### config.mk
export PLATFORM = sky130hd
export DESIGN_NAME = rsq_reset_init
export DESIGN_NICKNAME = d
export VERILOG_FILES = /design/src/inc/rsq_pkg.sv /design/src/design/rsq_reset_init.sv /design/src/design/rsq_sync.sv
export SDC_FILE = /design/constraint.sdc
export NUM_CORES = 1
export LEC_CHECK = 0
export BUFFER_PORTS_ARGS = -buffer_cell sky130_fd_sc_hd__buf_2
export CORE_MARGIN = 2
export CORE_UTILIZATION = 35
export CTS_CLUSTER_DIAMETER = 60
export DETAILED_ROUTE_END_ITERATION = 8
export SYNTH_ARGS = -nofsm -noshare
export SYNTH_HDL_FRONTEND = slang
export SYNTH_HIERARCHICAL = 1
export SYNTH_SLANG_ARGS = --single-unit
### constraint.sdc
create_clock -name core_clk -period 2.65 [get_ports core_clk]
set_clock_uncertainty 0.15 [all_clocks]
set_input_delay 0.53 -clock core_clk [delete_from_list [all_inputs] [get_ports core_clk]]
set_output_delay 0.53 -clock core_clk [all_outputs]
set_load 0.05 [all_outputs]
### src/inc/rsq_pkg.sv
`default_nettype none
package rsq_pkg;

  // Core clock
  localparam int unsigned CLK_PERIOD_NS     = 20;
  // Lock time of every internal PLL
  localparam int unsigned PLL_LOCK_TIME_US  = 100;
  localparam int unsigned PLL_LOCK_CYCLES   =
    (PLL_LOCK_TIME_US * 1000 + CLK_PERIOD_NS - 1) / CLK_PERIOD_NS;
  // Counts in reference or sync clock periods
  localparam logic [15:0] POR_MIN_PERIODS   = 16'h0020;
  localparam logic [15:0] HRST_IN_PERIODS   = 16'h0020;
  localparam logic [15:0] HRST_OUT_PERIODS  = 16'h0200;
  localparam logic [15:0] CFG_ON_PERIODS    = 16'h0001;
  // Synchroniser depth and width
  localparam int unsigned SYNC_STAGES       = 2;
  localparam int unsigned SYNC_WIDTH        = 10;
  // Strap reset values
  localparam logic [3:0]  RST_SRC_RESET     = 4'h0;
  localparam logic        CLK_DIV_RESET     = 1'b0;

  // Captured power-on configuration
  typedef struct packed {
    logic [3:0] reset_source;
    logic       input_clock_divide_strap;
  } rsq_straps_t;

  // Raw pin levels that pass the synchroniser
  typedef struct packed {
    logic        host_mode;
    logic        power_on_reset_line_n;
    logic        hard_reset_line_n;
    logic        primary_clock_input;
    logic        pci_sync_clock_input;
    rsq_straps_t straps;
  } rsq_pins_t;

  // Sequencer states, one-hot
  typedef enum logic [4:0] {
    RSQ_POR      = 5'b00001,
    RSQ_PLL_WAIT = 5'b00010,
    RSQ_HRST_OUT = 5'b00100,
    RSQ_CFG_WAIT = 5'b01000,
    RSQ_RUN      = 5'b10000
  } rsq_state_t;

endpackage : rsq_pkg
`default_nettype wire

### src/design/rsq_reset_init.sv
`timescale 1ns/10ps
`default_nettype none
// Behaviour
// - Host uses primary clock, agent PCI sync
// - Straps valid 4 periods before negation
// - Release strap pins; redrive 1 period later
// - Capture four-bit source and divide strap
// - Host sync period from divide strap
// - Wait 100 us for PLL lock
module rsq_reset_init #(
  parameter int unsigned PLL_LOCK_CYCLES = rsq_pkg::PLL_LOCK_CYCLES
) (
  // Clock and reset
  input  wire logic                core_clk,
  input  wire logic                nrst,
  // Mode strap and input clocks, sampled
  input  wire logic                pci_host_mode,
  input  wire logic                primary_clock_input,
  input  wire logic                pci_sync_clock_input,
  // Reset pins
  input  wire logic                power_on_reset_line_n,
  input  wire logic                hard_reset_line_in_n,
  output logic                     hard_reset_line_out,
  output logic                     hard_reset_line_oe_n,
  // Configuration strap pins
  input  wire rsq_pkg::rsq_straps_t cfg_pins_in,
  input  wire rsq_pkg::rsq_straps_t cfg_drive_value,
  output rsq_pkg::rsq_straps_t     cfg_pins_out,
  output logic                     cfg_pins_oe_n,
  // Status towards the rest of the chip
  output rsq_pkg::rsq_straps_t     captured_straps,
  output logic                     primary_clock_select,
  output logic                     pll_locked,
  output logic                     chip_out_of_reset
);

  // Synchronised pin levels
  rsq_pkg::rsq_pins_t pins_s;
  // Previous levels for edge detection
  logic               prim_prev;
  logic               sync_prev;
  logic               por_prev;
  // External hard reset seen last cycle, marks the end of a short pulse
  logic               hrst_prev;
  // Host-mode divider phase
  logic               div_phase;
  // Shared period and cycle counter
  logic [15:0]        cnt;
  logic [15:0]        next_cnt;
  // Sequencer state
  rsq_pkg::rsq_state_t state;
  rsq_pkg::rsq_state_t next_state;

  // Both reset lines and the straps go through the synchroniser
  rsq_sync u_sync (
    .core_clk (core_clk),
    .nrst     (nrst),
    .pins_in  ({pci_host_mode, power_on_reset_line_n, hard_reset_line_in_n,
                primary_clock_input, pci_sync_clock_input, cfg_pins_in}),
    .pins_out (pins_s)
  );

  // Rising edges of the sampled clocks
  wire prim_edge = pins_s.primary_clock_input & ~prim_prev;
  wire sync_edge = pins_s.pci_sync_clock_input & ~sync_prev;
  // Power-on reset negation seen on the synchronised level
  wire por_rise  = pins_s.power_on_reset_line_n & ~por_prev;
  wire por_act   = ~pins_s.power_on_reset_line_n;
  // External hard reset, ignoring our own drive of the line
  wire hrst_ext  = ~pins_s.hard_reset_line_n & hard_reset_line_oe_n;
  // Host mode divides the primary clock by one or two
  wire host_tick = prim_edge & (~captured_straps.input_clock_divide_strap | div_phase);
  // One period of the PCI sync clock, host or agent
  wire sync_tick = primary_clock_select ? host_tick : sync_edge;
  // Reference period for power-on reset, chosen by mode
  wire ref_tick  = pins_s.host_mode ? prim_edge : sync_edge;
  // Last counter value of an input pulse that is long enough
  localparam logic [15:0] HRST_IN_LAST = rsq_pkg::HRST_IN_PERIODS - 16'h0001;

  // Count reached helpers
  wire pll_done  = (cnt >= 16'(PLL_LOCK_CYCLES - 1));
  // First tick may land right after the start, so one extra tick makes
  // the hard reset drive and redrive spans a full number of periods
  wire hout_done = sync_tick & (cnt >= rsq_pkg::HRST_OUT_PERIODS);
  wire hin_done  = sync_tick & (cnt >= HRST_IN_LAST);
  wire cfg_done  = sync_tick & (cnt >= rsq_pkg::CFG_ON_PERIODS);

  // Edge history and divider phase
  always_ff @(posedge core_clk or negedge nrst) begin
    if (!nrst) begin
      prim_prev <= 1'b0;
      sync_prev <= 1'b0;
      por_prev  <= 1'b0;
      hrst_prev <= 1'b0;
      div_phase <= 1'b0;
    end else begin
      prim_prev <= pins_s.primary_clock_input;
      sync_prev <= pins_s.pci_sync_clock_input;
      por_prev  <= pins_s.power_on_reset_line_n;
      hrst_prev <= hrst_ext;
      // Phase restarts with every power-on reset
      div_phase <= por_act ? 1'b0 : (prim_edge ? ~div_phase : div_phase);
    end
  end

  // Next state and counter
  always_comb begin
    next_state = state;
    next_cnt   = cnt;
    case (state)
      rsq_pkg::RSQ_POR: begin
        // Count reference periods for status only; negation is honoured
        if (por_rise) begin
          next_state = rsq_pkg::RSQ_PLL_WAIT;
          next_cnt   = '0;
        end else if (ref_tick && cnt != 16'hFFFF) begin
          next_cnt = cnt + 16'h0001;
        end
      end
      rsq_pkg::RSQ_PLL_WAIT: begin
        // Core clock only counts; PLL output not trusted yet
        if (pll_done) begin
          next_state = rsq_pkg::RSQ_HRST_OUT;
          next_cnt   = '0;
        end else begin
          next_cnt = cnt + 16'h0001;
        end
      end
      rsq_pkg::RSQ_HRST_OUT: begin
        // Hold our hard reset drive for the full count
        if (hout_done) begin
          next_state = rsq_pkg::RSQ_CFG_WAIT;
          next_cnt   = '0;
        end else if (sync_tick) begin
          next_cnt = cnt + 16'h0001;
        end
      end
      rsq_pkg::RSQ_CFG_WAIT: begin
        // Count only once the line is really high again
        if (~pins_s.hard_reset_line_n) begin
          next_cnt = '0;
        end else if (cfg_done) begin
          next_state = rsq_pkg::RSQ_RUN;
          next_cnt   = '0;
        end else if (sync_tick) begin
          next_cnt = cnt + 16'h0001;
        end
      end
      rsq_pkg::RSQ_RUN: begin
        if (hrst_ext) begin
          // Low long enough: join the reset with our own drive
          if (hin_done) begin
            next_state = rsq_pkg::RSQ_HRST_OUT;
            next_cnt   = '0;
          end else if (sync_tick) begin
            next_cnt = cnt + 16'h0001;
          end
        end else if (hrst_prev) begin
          // Short pulse over; straps still wait a period before redrive
          next_state = rsq_pkg::RSQ_CFG_WAIT;
          next_cnt   = '0;
        end else begin
          next_cnt = '0;
        end
      end
      default: begin
        next_state = rsq_pkg::RSQ_POR;
        next_cnt   = '0;
      end
    endcase
    // Power-on reset overrides any flow in progress
    if (por_act && state != rsq_pkg::RSQ_POR) begin
      next_state = rsq_pkg::RSQ_POR;
      next_cnt   = '0;
    end
  end

  // State register
  always_ff @(posedge core_clk or negedge nrst) begin
    if (!nrst) begin
      state <= rsq_pkg::RSQ_POR;
      cnt   <= '0;
    end else begin
      state <= next_state;
      cnt   <= next_cnt;
    end
  end

  // Strap capture and clock selection at power-on reset negation
  always_ff @(posedge core_clk or negedge nrst) begin
    if (!nrst) begin
      captured_straps      <= {rsq_pkg::RST_SRC_RESET, rsq_pkg::CLK_DIV_RESET};
      primary_clock_select <= 1'b1;
    end else if (state == rsq_pkg::RSQ_POR && por_rise) begin
      // Straps pass the same synchroniser, so they line up with negation
      captured_straps      <= pins_s.straps;
      primary_clock_select <= pins_s.host_mode;
    end
  end

  // Pin drivers and status flags
  always_ff @(posedge core_clk or negedge nrst) begin
    if (!nrst) begin
      hard_reset_line_out  <= 1'b0;
      hard_reset_line_oe_n <= 1'b1;
      cfg_pins_out         <= '0;
      cfg_pins_oe_n        <= 1'b1;
      pll_locked           <= 1'b0;
      chip_out_of_reset    <= 1'b0;
    end else begin
      // Open-drain: line is only ever pulled low
      hard_reset_line_out  <= 1'b0;
      hard_reset_line_oe_n <= (next_state != rsq_pkg::RSQ_HRST_OUT);
      cfg_pins_out         <= cfg_drive_value;
      // Any sign of hard reset drops the strap drive at once
      cfg_pins_oe_n        <= (next_state != rsq_pkg::RSQ_RUN) | hrst_ext;
      pll_locked           <= (next_state == rsq_pkg::RSQ_HRST_OUT) |
                              (next_state == rsq_pkg::RSQ_CFG_WAIT) |
                              (next_state == rsq_pkg::RSQ_RUN);
      chip_out_of_reset    <= (next_state == rsq_pkg::RSQ_RUN);
    end
  end

endmodule : rsq_reset_init
`default_nettype wire

### src/design/rsq_sync.sv
`timescale 1ns/10ps
`default_nettype none
module rsq_sync (
  // Clock and reset
  input  wire logic                  core_clk,
  input  wire logic                  nrst,
  // Asynchronous pins in, synchronised pins out
  input  wire rsq_pkg::rsq_pins_t    pins_in,
  output var  rsq_pkg::rsq_pins_t    pins_out
);

  // First stage, read only by the second stage
  rsq_pkg::rsq_pins_t meta;

  // Two flops; resets read as asserted so nothing leaves reset early
  always_ff @(posedge core_clk or negedge nrst) begin
    if (!nrst) begin
      meta     <= '0;
      pins_out <= '0;
    end else begin
      meta     <= pins_in;
      pins_out <= meta;
    end
  end

endmodule : rsq_sync
`default_nettype wire

Word-level counts from Yosys, hierarchy flattened
Cells that the tools add are included.
Widths: inputs -> output; s select.
{"block": "op_classes", "mux": 25, "bitwise": 19, "magnitude_cmp": 4, "eq_ne": 14, "n_addsub": 1, "n_reduce_logical": 3}
{"cell": "$mux 16", "count": 10}
{"cell": "$pmux 16 s5", "count": 1}
{"cell": "$mux 5", "count": 9}
{"cell": "$pmux 5 s5", "count": 1}
{"cell": "$add 16x1->16 const B", "count": 1}
{"cell": "$ge 16x1->1 const B", "count": 1}
{"cell": "$ge 16x10->1 const B", "count": 1}
{"cell": "$ge 16x13->1 const B", "count": 1}
{"cell": "$ge 16x5->1 const B", "count": 1}
{"cell": "$ne 16x16->1 const B", "count": 1}
{"cell": "$eq 5x3->1 const B", "count": 2}
{"cell": "$eq 5x4->1 const B", "count": 2}
{"cell": "$eq 5x5->1 const B", "count": 2}
{"cell": "$and 1x1->1", "count": 8}
{"cell": "$not 1->1", "count": 7}
{"cell": "$eq 5x1->1 const B", "count": 1}
{"cell": "$eq 5x2->1 const B", "count": 1}
{"cell": "$ne 5x1->1 const B", "count": 1}
{"cell": "$ne 5x3->1 const B", "count": 1}
{"cell": "$ne 5x5->1 const B", "count": 1}
{"cell": "$mux 1", "count": 4}
{"cell": "$ne 4x4->1 const B", "count": 1}
{"cell": "$or 1x1->1", "count": 4}
{"cell": "$logic_and 1x1->1", "count": 3}
{"cell": "$ne 2x2->1 const B", "count": 1}
{"block": "word_totals", "inputBits": 17, "output_inout_bits": 16, "register_bits": 61}

Logic depth before layout (Yosys ltp)
Gate-level depths: netlist of the first run.
{"block": "depth", "word_depth": 12, "mapped_depth": 10, "ltp_nobuf": 8}

Hierarchy
Netlist of the first run, hierarchy kept.
{"module": "rsq_reset_init", "cells_per_inst": 230, "area_per_inst_um2": 2220.9, "seq_area_each_um2": 1031.0, "n_inst": 1}
{"module": "rsq_sync", "cells_per_inst": 20, "area_per_inst_um2": 500.5, "seq_area_each_um2": 500.5, "n_inst": 1}

Worst setup path after synthesis of the first run
OpenSTA, ideal clock, no wires.
{"block": "synth_path", "path_kind": "reg2reg", "start": "reg state[0]", "end": "reg cnt[3]", "path_stages_with_launch": 8, "setup_time_ns": 0.129, "slack_ns": 0.271, "arrival_ns": 2.100, "cell_sequence": "dfstp_2 > or4b_4 > or3_4 > a2bb2o_4 > nor2_2 > buf_6 > a32oi_1 > o31ai_1"}
{"block": "synth_via", "elab_chain_cells": 3, "word_cells_on_any_way": 10, "classes_between": "eq/ne (7); mux (2); reduce/logical (1)"}
{"element": "start: declaration", "line": "rsq_reset_init.sv:51", "rtl": "rsq_pkg::rsq_state_t state;"}
{"element": "start signal: assignment", "line": "rsq_reset_init.sv:181", "rtl": "state <= rsq_pkg::RSQ_POR;"}
{"element": "start signal: assignment", "line": "rsq_reset_init.sv:184", "rtl": "state <= next_state;"}
{"element": "$eq 5x5->1, or another cell as far along", "line": "rsq_reset_init.sv:110", "rtl": "case (state)"}
{"element": "$pmux 16 s5 or $logic_and 1x1->1 (tied branches)", "line": "rsq_reset_init.sv:110, rsq_reset_init.sv:172"}
{"element": "$mux 16 or $ne 4x4->1 (tied branches)"}
{"element": "end signal: assignment", "line": "rsq_reset_init.sv:185", "rtl": "cnt <= next_cnt;"}
{"element": "end: declaration", "line": "rsq_reset_init.sv:48", "rtl": "logic [15:0] cnt;"}
Parallel ways exist; a longest one is shown, timed or not.
A chain may end at the register's enable or synchronous reset.

Worst setup path in the final report of the first run
{"block": "layout_path", "start": "reg state[3]", "end": "reg cnt[9]"}
The elaborated chain is that of the path after synthesis.

==> summary.txt, run 1 <==
Placed design
  • # port buffers: 31
  • Hpwl dp: about 3900 um
  • Final RePlAce weighted congestion: 0.813
  • Post-Place Cells: between 300 and 400

Cells and area
  • Proportion of layout cells with a drive suffix above 1: 26.8%
  • FILL cells: 722
  • Most common cell after layout, fill and taps aside: dfrtp_1
  • Non-Filler Instances: 401
  • Most frequent cells in the layout: 57 x dfrtp_1, 31 x buf_2, 24 x nand2_1
  • # diodes: 0
  • Area growth syn-to-layout: 19.0%
  • Nets: 314
  • Fin util: 42.4%

Synth
  • Register area share after synthesis: 56.3%
  • Synth Area per Inst: 10.9 sq um
  • Seq cells post-synth: between 60 and 70
  • Post-Syn Area: 2720 sq um
  • Synthesis warning total: 6
  • Fraction of registers with async set/reset: 100%
  • Top FF cell, synth: dfrtp_1
  • Syn nets: 270
  • Post-synth EDFFs: 0
  • Library cells used by synthesis: 51
  • Mapped Cells: 250

Timing
  • Max Fclk: a little over 400 MHz
  • Max Slew Vio Count: 0
  • Crit path time final: 2490 ps
  • Slew HR: 62.0%
  • Setup Viol. Count Final: 0
  • Final Cycle Share: 93.8%
  • RSZ-0062 raised after global routing: no
  • Worst Max-Slew Pin Slew: 566 ps
  • Final-report hold violation count: 0

Setup path
  • CP endpoint kind: flip-flop
  • CP required: 2750 ps
  • Critical-path cell list: or4b_1, buf_4, nand4b_1, a211oi_1, or3_4, buf_4, a31oi_1, o21ai_0
  • Critical path's top delay family: simple AND/OR/NAND/NOR gates
  • Max incr delay on CP: 540 ps
  • Crit Path Class: flip-flop to flip-flop
  • Max FO, Critical Path: 17
  • Crit path launch type: flip-flop
  • WP buf/inv: 2
  • Critical path's most frequent cell: buf_4
  • Worst EP arrival: 2580 ps
  • Worst path slowest cell: or4b_1

Floorplan
  • Starting Density: a little over a third
  • Chip width: approximately 92 um
  • I/O pin count: 33
  • Core area: 7650 sq um
  • Row cnt: 32
  • Die Height: 92.2 um
  • Die ar.: approximately 8500 sq um

Clock tree
  • CTS Sinks: 61
  • CTS Root Cell: clkbuf_8
  • Clock H-tree levels: 3
  • CTS tree: built
  • Post-CTS Setup Repair Bufs: 0
  • Skew-Pair Late Insertion Delay: around 330 ps
  • Max Root-Sink Buffers: 2
  • Clk slew on worst S/H paths: 70 ps
  • CTS Buf Count: 9

Global route
  • Pin count of the biggest net entering global routing: 59
  • First-pass GRT wire length: approximately 9500 um
  • Global route total overflow: 0
  • Vias in the first global route: 2012
  • Total track usage: 14.4%
  • Initial antenna violation count: 0

Route
  • Avg WL per Cell: ~14 um
  • Routed Antenna Nets: 0
  • Drc violations: 0
  • Drt pass-1 iters: 4
  • Final WL: 5560 um
  • Vias: 2062
  • Drt via density: 5.14
  • Iter 0 DRT Violations: 117

Power
  • PD cells: 885 nW/um^2
  • Pleak: 1.42 nW
  • Peak supply drop: 0.273 mV
  • Pwr Total: around 2.9 mW

Min path
  • Hold Crit Class: input pin to flip-flop

Flow run
  • Max-cap violations: 0

Outcome
  • Outcome: finished, final reports clean
==> worst register-to-register path, stage by stage, from the launching register on <==
cell and delay, ps:
dfrtp_1 440, or4b_1 540, buf_4 170, nand4b_1 170, a211oi_1 240, or3_4 200
buf_4 210, a31oi_1 100, o21ai_0 180
==> where the power goes <==
group	leakage, nW	total [mW]	internal [mW]	switching (mW)
sequential	0.757	1.10	1.04	0.0618
clock	0.0923	0.790	0.432	0.358
combinational	0.573	0.974	0.319	0.655
==> synth_stat cells, types with 4 or more instances <==
cell type  instances  share of area, %
o21ai_0            9               1.7
nor2_1            18               2.5
inv_1              7              0.97
nor4_1             4              0.92
nand2b_1           5               1.1
nand4_1            6               1.4
nand3_1           20               3.7
o211ai_1           4               1.1
and3_1             4              0.92
dfstp_2            4               3.9
o31ai_1            6               1.7
nor3b_1            5               1.4
nand2_1           24               3.3
dfrtp_1           57                52
mux2_2             6               2.5
nor3_1             8               1.5
a31oi_1            4              0.92
a21oi_1            7               1.3
==> metrics by stage <==
step	worst slack, ps	hold WS (ps)	instance area (sq um)	TNS [ps]
6_report	165	154	3240	0
2_1_floorplan	271	84.4	2720	0
3_5_place_dp	-56.5	186	3020	-185
5_1_grt	41.5	133	3240	0
4_1_cts	132	138	3230	0
3_3_place_gp	-29.0	182	3020	-93.8
==> per-layer routing <==
layer | vias up | track usage (%) | part of all wire [%]
met5 | - | 0 | 0
met3 | 7 | 4.19 | 3.5
met2 | 36 | 24.2 | 50
met1 | 1024 | 17.6 | 45
met4 | 0 | 4.85 | 1.3
li1 | 995 | - | -
==> final timing paths <==
check                                from                  to  slack (ps)  depth (start not counted)
max                              state[3]              cnt[9]         160                          8
min                        cfg_pins_in[1]      u_sync/meta[1]         150                          1
max reg2reg                      state[3]              cnt[9]         160                          8
min reg2reg                u_sync/meta[5]  u_sync/pins_out[5]         200                          0
max in group asynchronous            nrst       cfg_pins_oe_n        1400                          3
min in group asynchronous            nrst     cfg_pins_out[2]         390                          2
==> kinds of logic (layout without fill, tap and decap cells) <==
logic type	after synthesis	after routing	synth area share [%]
simple gates	112	112	22.2
mux	8	8	3.22
flops	61	61	56.3
buf+inv	17	66	3.77
xor+xnor	2	2	0.644
compound gates	46	46	12.4
fa+ha+maj	3	3	1.38
other cells	1	1	0.138
==> state kept, by name, indices dropped and copies added (netlist names), 5 cells and up <==
register / count
cfg_pins_out: 5
cnt: 16
captured_straps: 5
u_sync/meta: 10
state: 5
u_sync/pins_out: 10
==> area by class of cell <==
cell class / count / area (sq um) / share of cell area [%]
sequential: 61 / 1530 / 47.3
clock buffer: 10 / 128 / 3.94
inverter: 7 / 26.3 / 0.811
multi-input combinational: 172 / 1100 / 34.0
tap: 102 / 128 / 3.94
clock inverter: 6 / 63.8 / 1.97
timing repair buffer: 43 / 260 / 8.03
==> timing repair <==
| item | in CTS | in global routing |
|---|---|---|
| resized for setup | 1 | 2 |
| hold buffers | 1 | 0 |
| hold endpoints to repair | 3 | 0 |
| endpoints found under the setup margin | 4 | 3 |
No activity file was read; power rests on OpenSTA's default activity.
==> run 2, diff against run 1 <==
--- a/config.mk
+++ b/config.mk
@@ -5,11 +5,11 @@
 export SDC_FILE = /design/constraint.sdc
 export NUM_CORES = 1
 export LEC_CHECK = 0
-export BUFFER_PORTS_ARGS = -buffer_cell sky130_fd_sc_hd__buf_2
 export CORE_MARGIN = 2
 export CORE_UTILIZATION = 35
 export CTS_CLUSTER_DIAMETER = 60
 export DETAILED_ROUTE_END_ITERATION = 8
+export DONT_BUFFER_PORTS = 1
 export SYNTH_ARGS = -nofsm -noshare
 export SYNTH_HDL_FRONTEND = slang
 export SYNTH_HIERARCHICAL = 1
==> summary.txt, run 2 (synthesis gave the netlist of run 1 again) <==
Outcome
  • Outcome: finished, final reports clean

Global route
  • Pin count of the biggest net entering global routing: 62
  • First-pass GRT wire length: between 9000 and 10000 um
  • Initial antenna violation count: 0
  • Vias in the first global route: about 1900
  • Global route total overflow: 0
  • Total track usage: 14.3%

Floorplan
  • Core area: 7650 sq um
  • Starting Density: 35.6%
  • I/O pin count: 33
  • Chip width: 92.2 um
  • Die ar.: approximately 8500 sq um
  • Die Height: ~90 um
  • Row cnt: 32

Setup path
  • CP required: 2720 ps
  • Worst path slowest cell: or4b_4
  • Max incr delay on CP: 580 ps
  • Max FO, Critical Path: 11
  • CP endpoint kind: flip-flop
  • Worst R2R Setup Slack: 190 ps
  • Crit path depth: 7
  • Critical-path cell list: or4b_4, or3_4, a2bb2o_4, nor2_4, buf_4, a31oi_1, o21ai_0
  • R2R depth: 7
  • Critical R2R Capture: cnt[13]
  • Critical path's top delay family: simple AND/OR/NAND/NOR gates
  • Setup crit end: cnt[13]
  • Crit Path Class: flip-flop to flip-flop
  • Worst EP arrival: 2520 ps
  • WP buf/inv: 1
  • Crit path from: state[3]
  • Crit path launch type: flip-flop
  • Reg-to-reg critical path startpoint: state[3]

Clock tree
  • Clk slew on worst S/H paths: 80 ps
  • Clock H-tree levels: 3
  • CTS Root Cell: clkbuf_8
  • CTS Buf Count: 9
  • Max Root-Sink Buffers: 2
  • CTS Sinks: 61
  • Skew-Pair Late Insertion Delay: between 300 and 400 ps
  • CTS tree: built

Min path
  • Hold Crit Class: input pin to flip-flop
  • Hold Startpoint: cfg_drive_value[2]

Power
  • Pwr Total: 2.90 mW
  • Switching share of power: 38.2%
  • Clock share of power: 28.7%
  • Peak supply drop: 0.233 mV
  • Pleak: 1.32 nW
  • Reg power frac: 42.9%
  • Logic pwr share: 28.4%
  • Switching pwr: between 1 and 1.5 mW
  • Pint: 1.79 mW
  • PD cells: 933 nW/um^2

Timing
  • Final Cycle Share: ~93%
  • Setup TNS: 0 ps
  • Setup Viol. Count Final: 0
  • Slew HR: 62.1%
  • Crit path time final: about 2500 ps
  • RSZ-0062 raised after global routing: no
  • Hold Worst Slack: 59.2 ps
  • Post-route setup slack: 195 ps
  • Max Fclk: 407 MHz
  • Worst Max-Slew Pin Slew: 564 ps
  • Max Slew Vio Count: 0
  • Final-report hold violation count: 0

Cells and area
  • Non-Filler Instances: 373
  • Area growth syn-to-layout: 14.4%
  • Most frequent cells in the layout: 57 x dfrtp_1, 24 x nand2_1, 20 x nand3_1
  • Most common cell after layout, fill and taps aside: dfrtp_1
  • Max reg flops: 16
  • Biggest regs: cnt: 16 flops, u_sync/meta: 10 flops, u_sync/pins_out: 10 flops
  • # diodes: 0
  • Proportion of layout cells with a drive suffix above 1: 18.5%
  • Nets: between 200 and 300
  • Top reg by flops: cnt

Placed design
  • # port buffers: 0
  • Dpl ws: about 160 ps
  • Hpwl dp: 3820 um
  • Final RePlAce weighted congestion: 0.861
  • Post-Place Cells: approximately 360

Route
  • Routed Antenna Nets: 0
  • Avg WL per Cell: 15.1 um
  • Iter 0 DRT Violations: 115
  • Drt pass-1 iters: 5
  • Final WL: 5640 um
  • Drc violations: 0
  • Drt via density: 5.23
  • Vias: 1949

Flow run
  • Max-cap violations: 0
## run 2: worst min-delay path by stage
| stage | endpoint | slack [ps] | cells after the start |
|---|---|---|---|
| 5_1_grt | u_sync/meta[6] | 30 | 0 |
| 6_report | cfg_pins_out[2] | 60 | 0 |
| 4_1_cts | cfg_pins_out[2] | 40 | 0 |
| 3_3_place_gp | cfg_pins_out[2] | 90 | 0 |
| 3_5_place_dp | cfg_pins_out[2] | 90 | 0 |
| 2_1_floorplan | captured_straps[0] | 80 | 0 |
## run 2: worst reg2reg max path, delay by kind of cell, from the launching register on
family	cells	cell delay (ps)
AO/OA/AOI/OAI	3	500
AND/OR/NAND/NOR	3	1060
flip-flops	1	450
buffers and inverters	1	180
## run 2: per-layer routing
metal	vias to the layer above	routed length (um)	global-route usage [%]
met5	-	0	0
met4	0	72	6.22
met3	6	252	4.44
met2	43	2600	21.1
met1	962	2720	19.3
li1	938	-	-
## run 2: power by group through the flow
stage	Combinational [mW]	Clock (mW)	Sequential [mW]
2_1_floorplan	0.547	0	1.31
3_3_place_gp	0.769	0	1.26
3_5_place_dp	0.788	0	1.27
4_1_cts	0.817	0.861	1.25
5_1_grt	0.908	0.904	1.26
6_report	0.825	0.832	1.25
## run 2: what timing repair did
| action | in CTS | in global routing |
|---|---|---|
| resized for setup | 0 | 1 |
| setup buffers | 0 | 0 |
| hold endpoints to repair | 61 | 0 |
| hold buffers | 2 | 0 |
| setup endpoints to repair | 0 | 5 |
## run 2: area by class of cell
cell class	instances	area [sq um]
flip-flops and latches	61	1530
fillers	719	4530
clock inverters	6	72.6
repair buffers	15	135
inverters	7	26.3
clock buffers	10	128
well taps	102	128
multi-input cells	172	1090
## run 2: per-stage QoR
step / utilization (%) / cell area [sq um]
floorplan: - / 2720
global placement: 37.5 / 2870
detailed placement: 37.5 / 2870
CTS: 40.6 / 3110
global route: 40.7 / 3110
finish: 40.7 / 3110
